**config.mk**
```make
export PLATFORM = sky130hd
export DESIGN_NAME = vbrc_sys_ctrl
export DESIGN_NICKNAME = d
export VERILOG_FILES = /design/src/verilog/vbrc_pkg.sv /design/src/verilog/vbrc_split_if.sv /design/src/verilog/vbrc_key_gate.sv /design/src/verilog/vbrc_prio_split.sv /design/src/verilog/vbrc_sys_ctrl.sv
export SDC_FILE = /design/constraint.sdc
export NUM_CORES = 1
export LEC_CHECK = 0
export BUFFER_PORTS_ARGS = -buffer_cell sky130_fd_sc_hd__buf_2
export CAP_MARGIN = 20
export CORE_ASPECT_RATIO = 0.9
export CORE_MARGIN = 3
export CORE_UTILIZATION = 34
export DETAILED_ROUTE_END_ITERATION = 8
export PLACE_DENSITY = 0.73
export SETUP_SLACK_MARGIN = 0.02
export SLEW_MARGIN = 20
export SYNTH_ARGS = -nofsm -noshare
export SYNTH_HDL_FRONTEND = slang
export SYNTH_HIERARCHICAL = 1
export SYNTH_SLANG_ARGS = --single-unit
```
**constraint.sdc**
```tcl
create_clock -name clk -period 2.5 [get_ports clk]
set_input_delay 0.5 -clock clk [delete_from_list [all_inputs] [get_ports clk]]
set_output_delay 0.5 -clock clk [all_outputs]
set_load 0.01 [all_outputs]
```
**src/verilog/vbrc_pkg.sv**
```systemverilog
// constants and helpers for the vector base and keyed reset control registers
package vbrc_pkg;

  // register bus geometry
  localparam int unsigned ADDR_W = 8;
  localparam int unsigned DATA_W = 32;

  // register byte offsets
  localparam logic [7:0] OFS_VECTOR_BASE = 8'h08;
  localparam logic [7:0] OFS_KEYED_RESET = 8'h0C;

  // vector base register layout
  localparam int unsigned TBL_LSB  = 9;
  localparam int unsigned TBL_MSB  = 31;
  localparam logic [31:0] TBL_MASK = 32'hFFFFFE00;
  localparam logic [31:0] VECTOR_BASE_RST = 32'h00000000;

  // keyed reset control register layout
  localparam int unsigned KEY_LSB    = 16;
  localparam int unsigned KEY_MSB    = 31;
  localparam int unsigned ENDIAN_BIT = 15;
  localparam int unsigned SPLIT_LSB  = 8;
  localparam int unsigned SPLIT_MSB  = 10;
  localparam int unsigned SYSRST_BIT = 2;
  localparam logic [15:0] KEY_WRITE  = 16'h05FA;
  localparam logic [15:0] KEY_READ   = 16'hFA05;
  localparam logic        ENDIAN_LITTLE = 1'h0;
  localparam logic [2:0]  SPLIT_RST  = 3'h0;

  // mask of the group priority bits of an 8-bit priority level for split value n
  function automatic logic [7:0] groupMask(input logic [2:0] split);
    logic [3:0] shift;
    shift = {1'b0, split} + 4'h1;
    return 8'(8'hFF << shift);
  endfunction

endpackage

```
**src/verilog/vbrc_split_if.sv**
```systemverilog
// carrier between the register bank and the priority split unit
interface vbrc_split_if;
  logic [2:0] split;
  logic [7:0] candPrio;
  logic [7:0] actPrio;
  logic [7:0] candGroup;
  logic [7:0] actGroup;

  modport bank (output split, output candPrio, output actPrio,
                input candGroup, input actGroup);
  modport unit (input split, input candPrio, input actPrio,
                output candGroup, output actGroup);
endinterface

```
**src/verilog/vbrc_key_gate.sv**
```systemverilog
// decodes register writes and checks the write key
module vbrc_key_gate (
  input  wire logic                          regWr,
  input  wire logic [vbrc_pkg::ADDR_W-1:0]   regAddr,
  input  wire logic [vbrc_pkg::DATA_W-1:0]   regWdata,
  output logic                               wrVector,
  output logic                               wrReset
);
  import vbrc_pkg::*;

  // a reset register write with the wrong key is dropped here entirely
  assign wrVector = regWr && (regAddr == OFS_VECTOR_BASE);
  assign wrReset  = regWr && (regAddr == OFS_KEYED_RESET)
                    && (regWdata[KEY_MSB:KEY_LSB] == KEY_WRITE);
endmodule

```
**src/verilog/vbrc_prio_split.sv**
```systemverilog
// strips subpriority bits from two priority levels by the split field
module vbrc_prio_split (
  vbrc_split_if.unit bus
);
  import vbrc_pkg::*;

  // only group bits survive; subpriority never takes part in preemption
  assign bus.candGroup = bus.candPrio & groupMask(bus.split);
  assign bus.actGroup  = bus.actPrio & groupMask(bus.split);
endmodule

```
**src/verilog/vbrc_sys_ctrl.sv**
```systemverilog
// vector table base and keyed reset control register bank
// Function
// software reads and writes the vector table base offset from address zero; the code places it at offset 0x08.
// register bits 31..9 hold offset bits 31..9 as the table offset field.
// low nine offset bits are always zero; those register bits are reserved.
// software aligns the offset to the number of vector table entries.
// reset register key in bits 31..16; writes need 0x5FA, reads give 0xFA05.
// bit 15 is read only and reads 0 for little-endian data.
// bits 10..8 hold a read/write three-bit priority split field.
// keyed write of 1 to bit 2 raises the system reset request; reads 0.
// bits 1 and 0 read zero; software writes them as zero.
// split n gives group bits 7..n+1 and subpriority bits n..0.
// preemption compares only group priority bits.
// a wrongly keyed write changes nothing and raises no reset request.
// reserved bits ignore writes and read back as zero.
module vbrc_sys_ctrl (
  input  wire logic                          clk,
  input  wire logic                          srst,
  input  wire logic [vbrc_pkg::ADDR_W-1:0]   regAddr,
  input  wire logic [vbrc_pkg::DATA_W-1:0]   regWdata,
  input  wire logic                          regWr,
  input  wire logic                          regRd,
  output logic      [vbrc_pkg::DATA_W-1:0]   regRdata,
  output logic      [vbrc_pkg::DATA_W-1:0]   vectorBase,
  output logic      [2:0]                    prioSplit,
  output logic                               system_reset_request,
  input  wire logic [7:0]                    candPrio,
  input  wire logic [7:0]                    actPrio,
  input  wire logic                          actValid,
  output logic                               preemptOk
);
  import vbrc_pkg::*;

  logic [DATA_W-1:0] vectorBase_r;
  logic [DATA_W-1:0] vectorBase_nxt;
  logic [2:0]        prioSplit_r;
  logic              system_reset_request_r;
  logic [DATA_W-1:0] regRdata_r;
  logic [DATA_W-1:0] regRdata_nxt;
  logic              preemptOk_r;
  logic              preemptOk_nxt;
  logic              wrVector;
  logic              wrReset;
  logic [DATA_W-1:0] resetRegView;

  vbrc_split_if splitBus ();

  // write decode and key check live in a small leaf
  vbrc_key_gate keyGate (
    .regWr    (regWr),
    .regAddr  (regAddr),
    .regWdata (regWdata),
    .wrVector (wrVector),
    .wrReset  (wrReset)
  );

  // group priority extraction
  vbrc_prio_split prioSplitUnit (
    .bus (splitBus)
  );

  assign splitBus.split    = prioSplit_r;
  assign splitBus.candPrio = candPrio;
  assign splitBus.actPrio  = actPrio;

  // ---- vector table base ----

  // only the table offset field is stored; the low nine bits cannot hold a one
  assign vectorBase_nxt = regWdata & TBL_MASK;

  // base register, software writable at any time
  always_ff @(posedge clk) begin
    if (srst) begin
      vectorBase_r <= VECTOR_BASE_RST;
    end else if (wrVector) begin
      vectorBase_r <= vectorBase_nxt;
    end
  end

  // ---- keyed reset control ----

  // split field only moves on a correctly keyed write
  always_ff @(posedge clk) begin
    if (srst) begin
      prioSplit_r <= SPLIT_RST;
    end else if (wrReset) begin
      prioSplit_r <= regWdata[SPLIT_MSB:SPLIT_LSB];
    end
  end

  // reset request is held until the outer controller resets us, so a slow
  // reset generator cannot miss it; writing 0 never withdraws it
  always_ff @(posedge clk) begin
    if (srst) begin
      system_reset_request_r <= 1'b0;
    end else if (wrReset && regWdata[SYSRST_BIT]) begin
      system_reset_request_r <= 1'b1;
    end
  end

  // debug bits 1..0 are neither stored nor acted on; a nonzero write is the
  // software fault that the debug logic would see, and here it is simply dropped

  // read view: key pattern, fixed byte order, split field, all else zero
  always_comb begin
    resetRegView = '0;
    resetRegView[KEY_MSB:KEY_LSB] = KEY_READ;
    resetRegView[ENDIAN_BIT] = ENDIAN_LITTLE;
    resetRegView[SPLIT_MSB:SPLIT_LSB] = prioSplit_r;
    resetRegView[SYSRST_BIT] = 1'b0;
  end

  // ---- register read port ----

  // read data stand only in the cycle after the strobe; unmapped reads give zero
  always_comb begin
    regRdata_nxt = '0;
    if (regRd) begin
      unique case (regAddr)
        OFS_VECTOR_BASE: regRdata_nxt = vectorBase_r;
        OFS_KEYED_RESET: regRdata_nxt = resetRegView;
        default:         regRdata_nxt = '0;
      endcase
    end
  end

  always_ff @(posedge clk) begin
    if (srst) begin
      regRdata_r <= '0;
    end else begin
      regRdata_r <= regRdata_nxt;
    end
  end

  // ---- preemption decision ----

  // lower group value wins; equal groups never preempt, whatever the subpriority
  always_comb begin
    preemptOk_nxt = 1'b1;
    if (actValid) begin
      preemptOk_nxt = splitBus.candGroup < splitBus.actGroup;
    end
  end

  // registered so the output is glitch free; costs one cycle of latency
  always_ff @(posedge clk) begin
    if (srst) begin
      preemptOk_r <= 1'b0;
    end else begin
      preemptOk_r <= preemptOk_nxt;
    end
  end

  // outputs straight from flip-flops
  assign regRdata    = regRdata_r;
  assign vectorBase  = vectorBase_r;
  assign prioSplit   = prioSplit_r;
  assign system_reset_request = system_reset_request_r;
  assign preemptOk   = preemptOk_r;
endmodule
```
==> metrics.csv, run 1 <==
metric;value;unit
grt_overflow;0;
tightest_slew;0.5025;ns
fillers;629;
rsz0062_at_grt;false;
cts_hold_buf;0;
period_share;0.9012;
fmax;0.4438;GHz
grt_use_total;0.1392;
die_w;92.50;um
ys.flop_type;dfxtp_1;
wl;5308;um
synth_commonest_cells;dfxtp_1, nor2_1, mux2i_1, buf_4, and2_1;
fin_tns_setup;0;ns
fin_skew;0.005121;ns
h-tree-depth;2;
slew_violations;0;
leakage;1.467;nW
fin_area;2942;um2
synth_edf_count;0;
crit_path_cell_trace;ha_1 -> inv_1 -> ha_2 -> or2_1 -> and3_1 -> ha_1 -> a21o_1 -> a221oi_1 -> o21a_1;
drt_iter0_markers;30;
cts.sinks;52;
status;completed;
drtPass1Iterations;4;
cts_root_buffer;clkbuf_8;
synth-seq-area-share;0.4546;
synthArstFlopShare;0;
avgSynthCellArea;9.785;um2
yosys.area.top_type;dfxtp_1;
grt_start_max_net_pins;29;
place_congestion;0.7692;
fin_crit;2.253;ns
dp_hpwl;4280;um
cts_buffers;5;
grt_pass1_vias;1841;
pre_cts_ws;0.2170;ns
p_per_area;480.3;nW/um2
antennaDiodeCount;0;
clk-insertion-delay-late;0.30;ns
die_h;83.85;um
nNetsFinal;414;
fin_ws;0.2469;ns
rows;27;
placed_cells;422;
hold_violations;0;
critPathArrivalTime;2.50;ns
synth.most_common_cell;dfxtp_1;
final_cells;430;
seqCellArea;1041;um2
synthTopCellsByArea;dfxtp_1, mux2i_1, nor2_1, ha_1, buf_4;
synth_seq_cells;52;
final_util;0.4656;
start_util;0.3624;
grt_pass1_wl;8611;um
via_per_inst;4.440;
multi_input_area;1094;um2
hold_path_class;primary input to flip-flop;
final_antenna_net_count;0;
hold-worst-slack;0.4360;ns
syn_to_final_growth;28.47;%
place_area;2853;um2
tritoncts;built;
worst_path_max_delay_cell;dfxtp_1;
core_area;6317;um2
route.detailed.drc;0;
yosys_warnings;6;
synth_cell_types;34;
post_drt_wl_per_cell;12.34;um
synth_top_area_frac;0.4546;
via_count;1909;
port-buffer-count;105;
io_pins;130;
p_total;1.413;mW
die-area;7756;um2
startpoint_type;flip-flop;
crit_fanout;7;
cp_slowest_stage_delay;0.32;ns
required;2.75;ns
ir_drop;186.4;uV
path_clk_slew;0.09;ns
netlist_instances;234;
cpMostUsedCell;ha_1;
max_cap_viol_count;0;
setup_viol;0;
worstSetupPathType;flip-flop to flip-flop;
clk_path_buf_depth;2;
endpoint_kind;flip-flop;
antenna_found_initial;0;
drive_gt1_frac;0.3673;
worst_r2r_path_depth;9;
maxSlewHeadroom;0.6641;
syn_area;2290;um2
min_path_cells;3;
## where the power goes
group          internal (mW)  total (mW)  leakage (nW)  switching [mW]
Combinational         0.0579       0.120          1.00          0.0620
Clock                  0.200       0.463        0.0456           0.263
Sequential             0.829       0.830         0.419        0.000758
## path summary, 6_finish.rpt
check,from,end,slack [ns]
max,prioSplit[0]$_SDFFE_PP0P_,preemptOk$_SDFF_PP0_,0.25
min,regWdata[12],vectorBase[12]$_SDFFE_PP0P_,0.44
max reg2reg,prioSplit[0]$_SDFFE_PP0P_,preemptOk$_SDFF_PP0_,0.25
min reg2reg,vectorBase[15]$_SDFFE_PP0P_,regRdata[15]$_SDFF_PP0_,0.49
## logic make-up (layout without fill, tap and decap cells)
| logic type | after synthesis | in the layout | share of synthesized area |
|---|---|---|---|
| other | 1 | 17 | 0.001638 |
| adder cells (fa/ha/maj) | 11 | 11 | 0.06011 |
| flip-flops | 52 | 52 | 0.4546 |
| AO/OA/AOI/OAI | 8 | 8 | 0.02677 |
| buffers and inverters | 36 | 129 | 0.09617 |
| multiplexers | 28 | 28 | 0.1224 |
| AND/OR/NAND/NOR | 98 | 98 | 0.2382 |
## cell type report
type,count,area share
Tap cell,87,0.03701
Sequential cell,52,0.3539
Clock buffer,6,0.02467
Multi-Input combinational cell,162,0.3718
Inverter,9,0.01148
Clock inverter,2,0.004679
Timing Repair Buffer,112,0.1965
## sequential cells by signal, indices dropped and copies added, names as in the netlist
signal and flops:
system_reset_request 1, regRdata 24, preemptOk 1, vectorBase 23, prioSplit 3
## worst max-delay path, delay by kind of cell, from the launching register on
kind | cells | cell delay, ns
DFF | 1 | 0.32
buffers and inverters | 1 | 0.06
adders and majority gates | 3 | 0.81
AOI/OAI and AO/OA | 3 | 0.59
and+or+nand+nor | 2 | 0.43
## per-layer routing
layer,track usage,share of wire,up-vias
li1,-,-,957
met3,0.03517,0.071,9
met4,0.04993,0.018,0
met1,0.1684,0.42,875
met2,0.2372,0.49,68
met5,0,0,-
## cell usage in the layout, fill, tap and decap left out, types with 2 or more instances in the layout
cell,netlist,final
and4_1,2,2
and3b_1,2,2
buf_4,17,7
nor4bb_1,2,2
nand2b_1,2,2
nor4_2,2,2
a21o_1,2,2
buf_2,5,105
nand3_1,2,2
conb_1,1,17
and3_1,11,11
dfxtp_1,52,52
nor2b_1,3,3
nand4_1,2,2
and2_1,15,15
clkbuf_8,0,5
inv_1,9,9
ha_1,11,10
mux2i_1,28,28
nor2_1,48,47
o21a_1,2,2
## repair_timing
action | in CTS | in global routing
setup endpoints to repair | 0 | 1
setup buffers | 0 | 0
resized for setup | 0 | 1
Power figures use the tool's default switching activity.
==> inputs of run 2 (changes only) <==
==> constraint.sdc (replaced) <==
create_clock -name clk -period 2.5 [get_ports clk]
set_input_delay 0.625 -clock clk [delete_from_list [all_inputs] [get_ports clk]]
set_output_delay 0.625 -clock clk [all_outputs]
set_load 0.01 [all_outputs]
==> run 2 against run 1 <==
  * Maximum frequency decreased by 1.6%
  * Non-clock buffer count decreased by 1
  * Largest power group unchanged
  * Via count about the same
  * Flip-flop and latch count unchanged
  * Cell area about the same
==> metrics.csv, run 2 (synthesis results as in run 1) <==
metric;value;unit;change
cpMostUsedCell;ha_1;;unchanged
start_util;0.3624;;unchanged
rows;27;;unchanged
final_util;0.4660;;was 0.4656
io_pins;130;;unchanged
die_h;83.85;um;unchanged
drive_gt1_frac;0.3626;;was 0.3673
p_per_area;480.5;nW/um2;was 480.3 nW/um2
worst_path_max_delay_cell;dfxtp_1;;unchanged
crit_start;prioSplit[0]$_SDFFE_PP0P_;;unchanged
top_layer;met4;;unchanged
dr_wl_met2;2726;um;was 2603 um
clk_path_buf_depth;2;;unchanged
grt_start_max_net_pins;29;;unchanged
placed_cells;421;;was 422
final_common_cell;buf_2;;unchanged
ir_drop;208.8;uV;was 186.4 uV
clk-insertion-delay-late;0.30;ns;about the same
wl;5373;um;was 5308 um
grt_overflow;0;;unchanged
antenna_found_initial;0;;unchanged
final_antenna_net_count;0;;unchanged
dp_hpwl;4260;um;was 4280 um
endpoint_kind;flip-flop;;unchanged
cts_resized;0;;unchanged
grt_pass1_wl;8473;um;was 8611 um
tritoncts;built;;unchanged
grt_pass1_vias;1864;;was 1,841
core_area;6317;um2;unchanged
worstSetupPathType;flip-flop to flip-flop;;unchanged
tightest_slew;0.4861;ns;was 0.5025 ns
maxSlewHeadroom;0.6676;;was 0.6641
port-buffer-count;105;;unchanged
crit_fanout;7;;unchanged
holdCritStartpoint;vectorBase[11]$_SDFFE_PP0P_;;was regWdata[12]
drtPass1Iterations;4;;unchanged
status;completed;;unchanged
hold_path_class;flip-flop to flip-flop;;was primary input to flip-flop
via_per_inst;4.448;;was 4.440
largest_register_ffs;24;;unchanged
hold_violations;0;;unchanged
required;2.75;ns;about the same
nNetsFinal;413;;was 414
cp_slowest_stage_delay;0.34;ns;was 0.32 ns
rsz0062_at_grt;false;;unchanged
route.detailed.drc;0;;unchanged
syn_to_final_growth;28.58;%;was 28.47%
max_cap_viol_count;0;;unchanged
leakage;1.466;nW;was 1.467 nW
fin_skew;0.01007;ns;was 0.005121 ns
final_cells;429;;was 430
die-area;7756;um2;unchanged
cts.sinks;52;;unchanged
h-tree-depth;2;;unchanged
wl_met3;380;um;was 376 um
fin_ws;0.2105;ns;was 0.2469 ns
slew_violations;0;;unchanged
fmax;0.4368;GHz;was 0.4438 GHz
wl_met1;2197;um;was 2231 um
critPathArrivalTime;2.54;ns;was 2.50 ns
reg2reg_from;prioSplit[0]$_SDFFE_PP0P_;;unchanged
path_clk_slew;0.09;ns;about the same
via_count;1908;;was 1,909
fin_crit;2.289;ns;was 2.253 ns
cts_hold_buf;0;;unchanged
period_share;0.9158;;was 0.9012
p_total;1.415;mW;was 1.413 mW
die_w;92.50;um;unchanged
place_congestion;0.7653;;was 0.7692
fin_tns_setup;0;ns;unchanged
drt_iter0_markers;40;;was 30
grt_use_total;0.1387;;was 0.1392
setup_viol;0;;unchanged
cts_buffers;5;;unchanged
cts_root_buffer;clkbuf_8;;unchanged
rrSetupSlack;0.21;ns;was 0.25 ns
pre_cts_ws;0.2291;ns;was 0.2170 ns
layout_common_cells;buf_2, dfxtp_1, nor2_1;;unchanged
post_drt_wl_per_cell;12.52;um;was 12.34 um
crit_path_cell_trace;ha_1 -> inv_1 -> ha_1 -> or2_1 -> and3_1 -> ha_1 -> a21o_1 -> a221oi_1 -> o21a_1;;was ha_1 -> inv_1 -> ha_2 -> or2_1 -> and3_1 -> ha_1 -> a21o_1 -> a221oi_1 -> o21a_1
post-cts-setup-buffers;0;;unchanged
startpoint_type;flip-flop;;unchanged
antennaDiodeCount;0;;unchanged
-- run 2: worst paths after layout --
kind                                  end  depth (start not counted)
setup / recovery     preemptOk$_SDFF_PP0_                          9
setup reg to reg     preemptOk$_SDFF_PP0_                          9
hold reg to reg   regRdata[11]$_SDFF_PP0_                          1
hold / removal    regRdata[11]$_SDFF_PP0_                          1
-- run 2: stage by stage --
step	hold WS [ns]	instance area, um2
6_report	0.4782	2944
3_3_place_gp	0.4450	2858
4_1_cts	0.4832	2944
2_1_floorplan	0.5022	2350
5_1_grt	0.5034	2944
3_5_place_dp	0.4592	2858
-- run 2: power by group --
group	internal, mW	switching, mW
Clock	0.200	0.265
Combinational	0.0579	0.0621
Sequential	0.829	0.000722
Total	1.09	0.327
-- run 2: per-layer routing --
layer | vias up | global-route usage
li1 | 959 | -
met1 | 878 | 0.1449
met2 | 64 | 0.2609
met3 | 7 | 0.04238
met4 | 0 | 0.04453
met5 | - | 0
-- run 2: worst max-delay path, delay by kind of cell, from the launching register on --
kind,cells,cell delay (ns)
compound gates,3,0.59
fa+ha+maj,3,0.82
buf+inv,1,0.05
flops,1,0.34
simple gates,2,0.46
-- run 2: area by class of cell --
class,count,area (um2)
clock buffers,6,72.57
repair buffers,111,583.1
multi-input cells,162,1091
clock inverters,2,13.76
well taps,87,108.9
flip-flops and latches,52,1041
fillers,656,3373
inverters,9,33.78
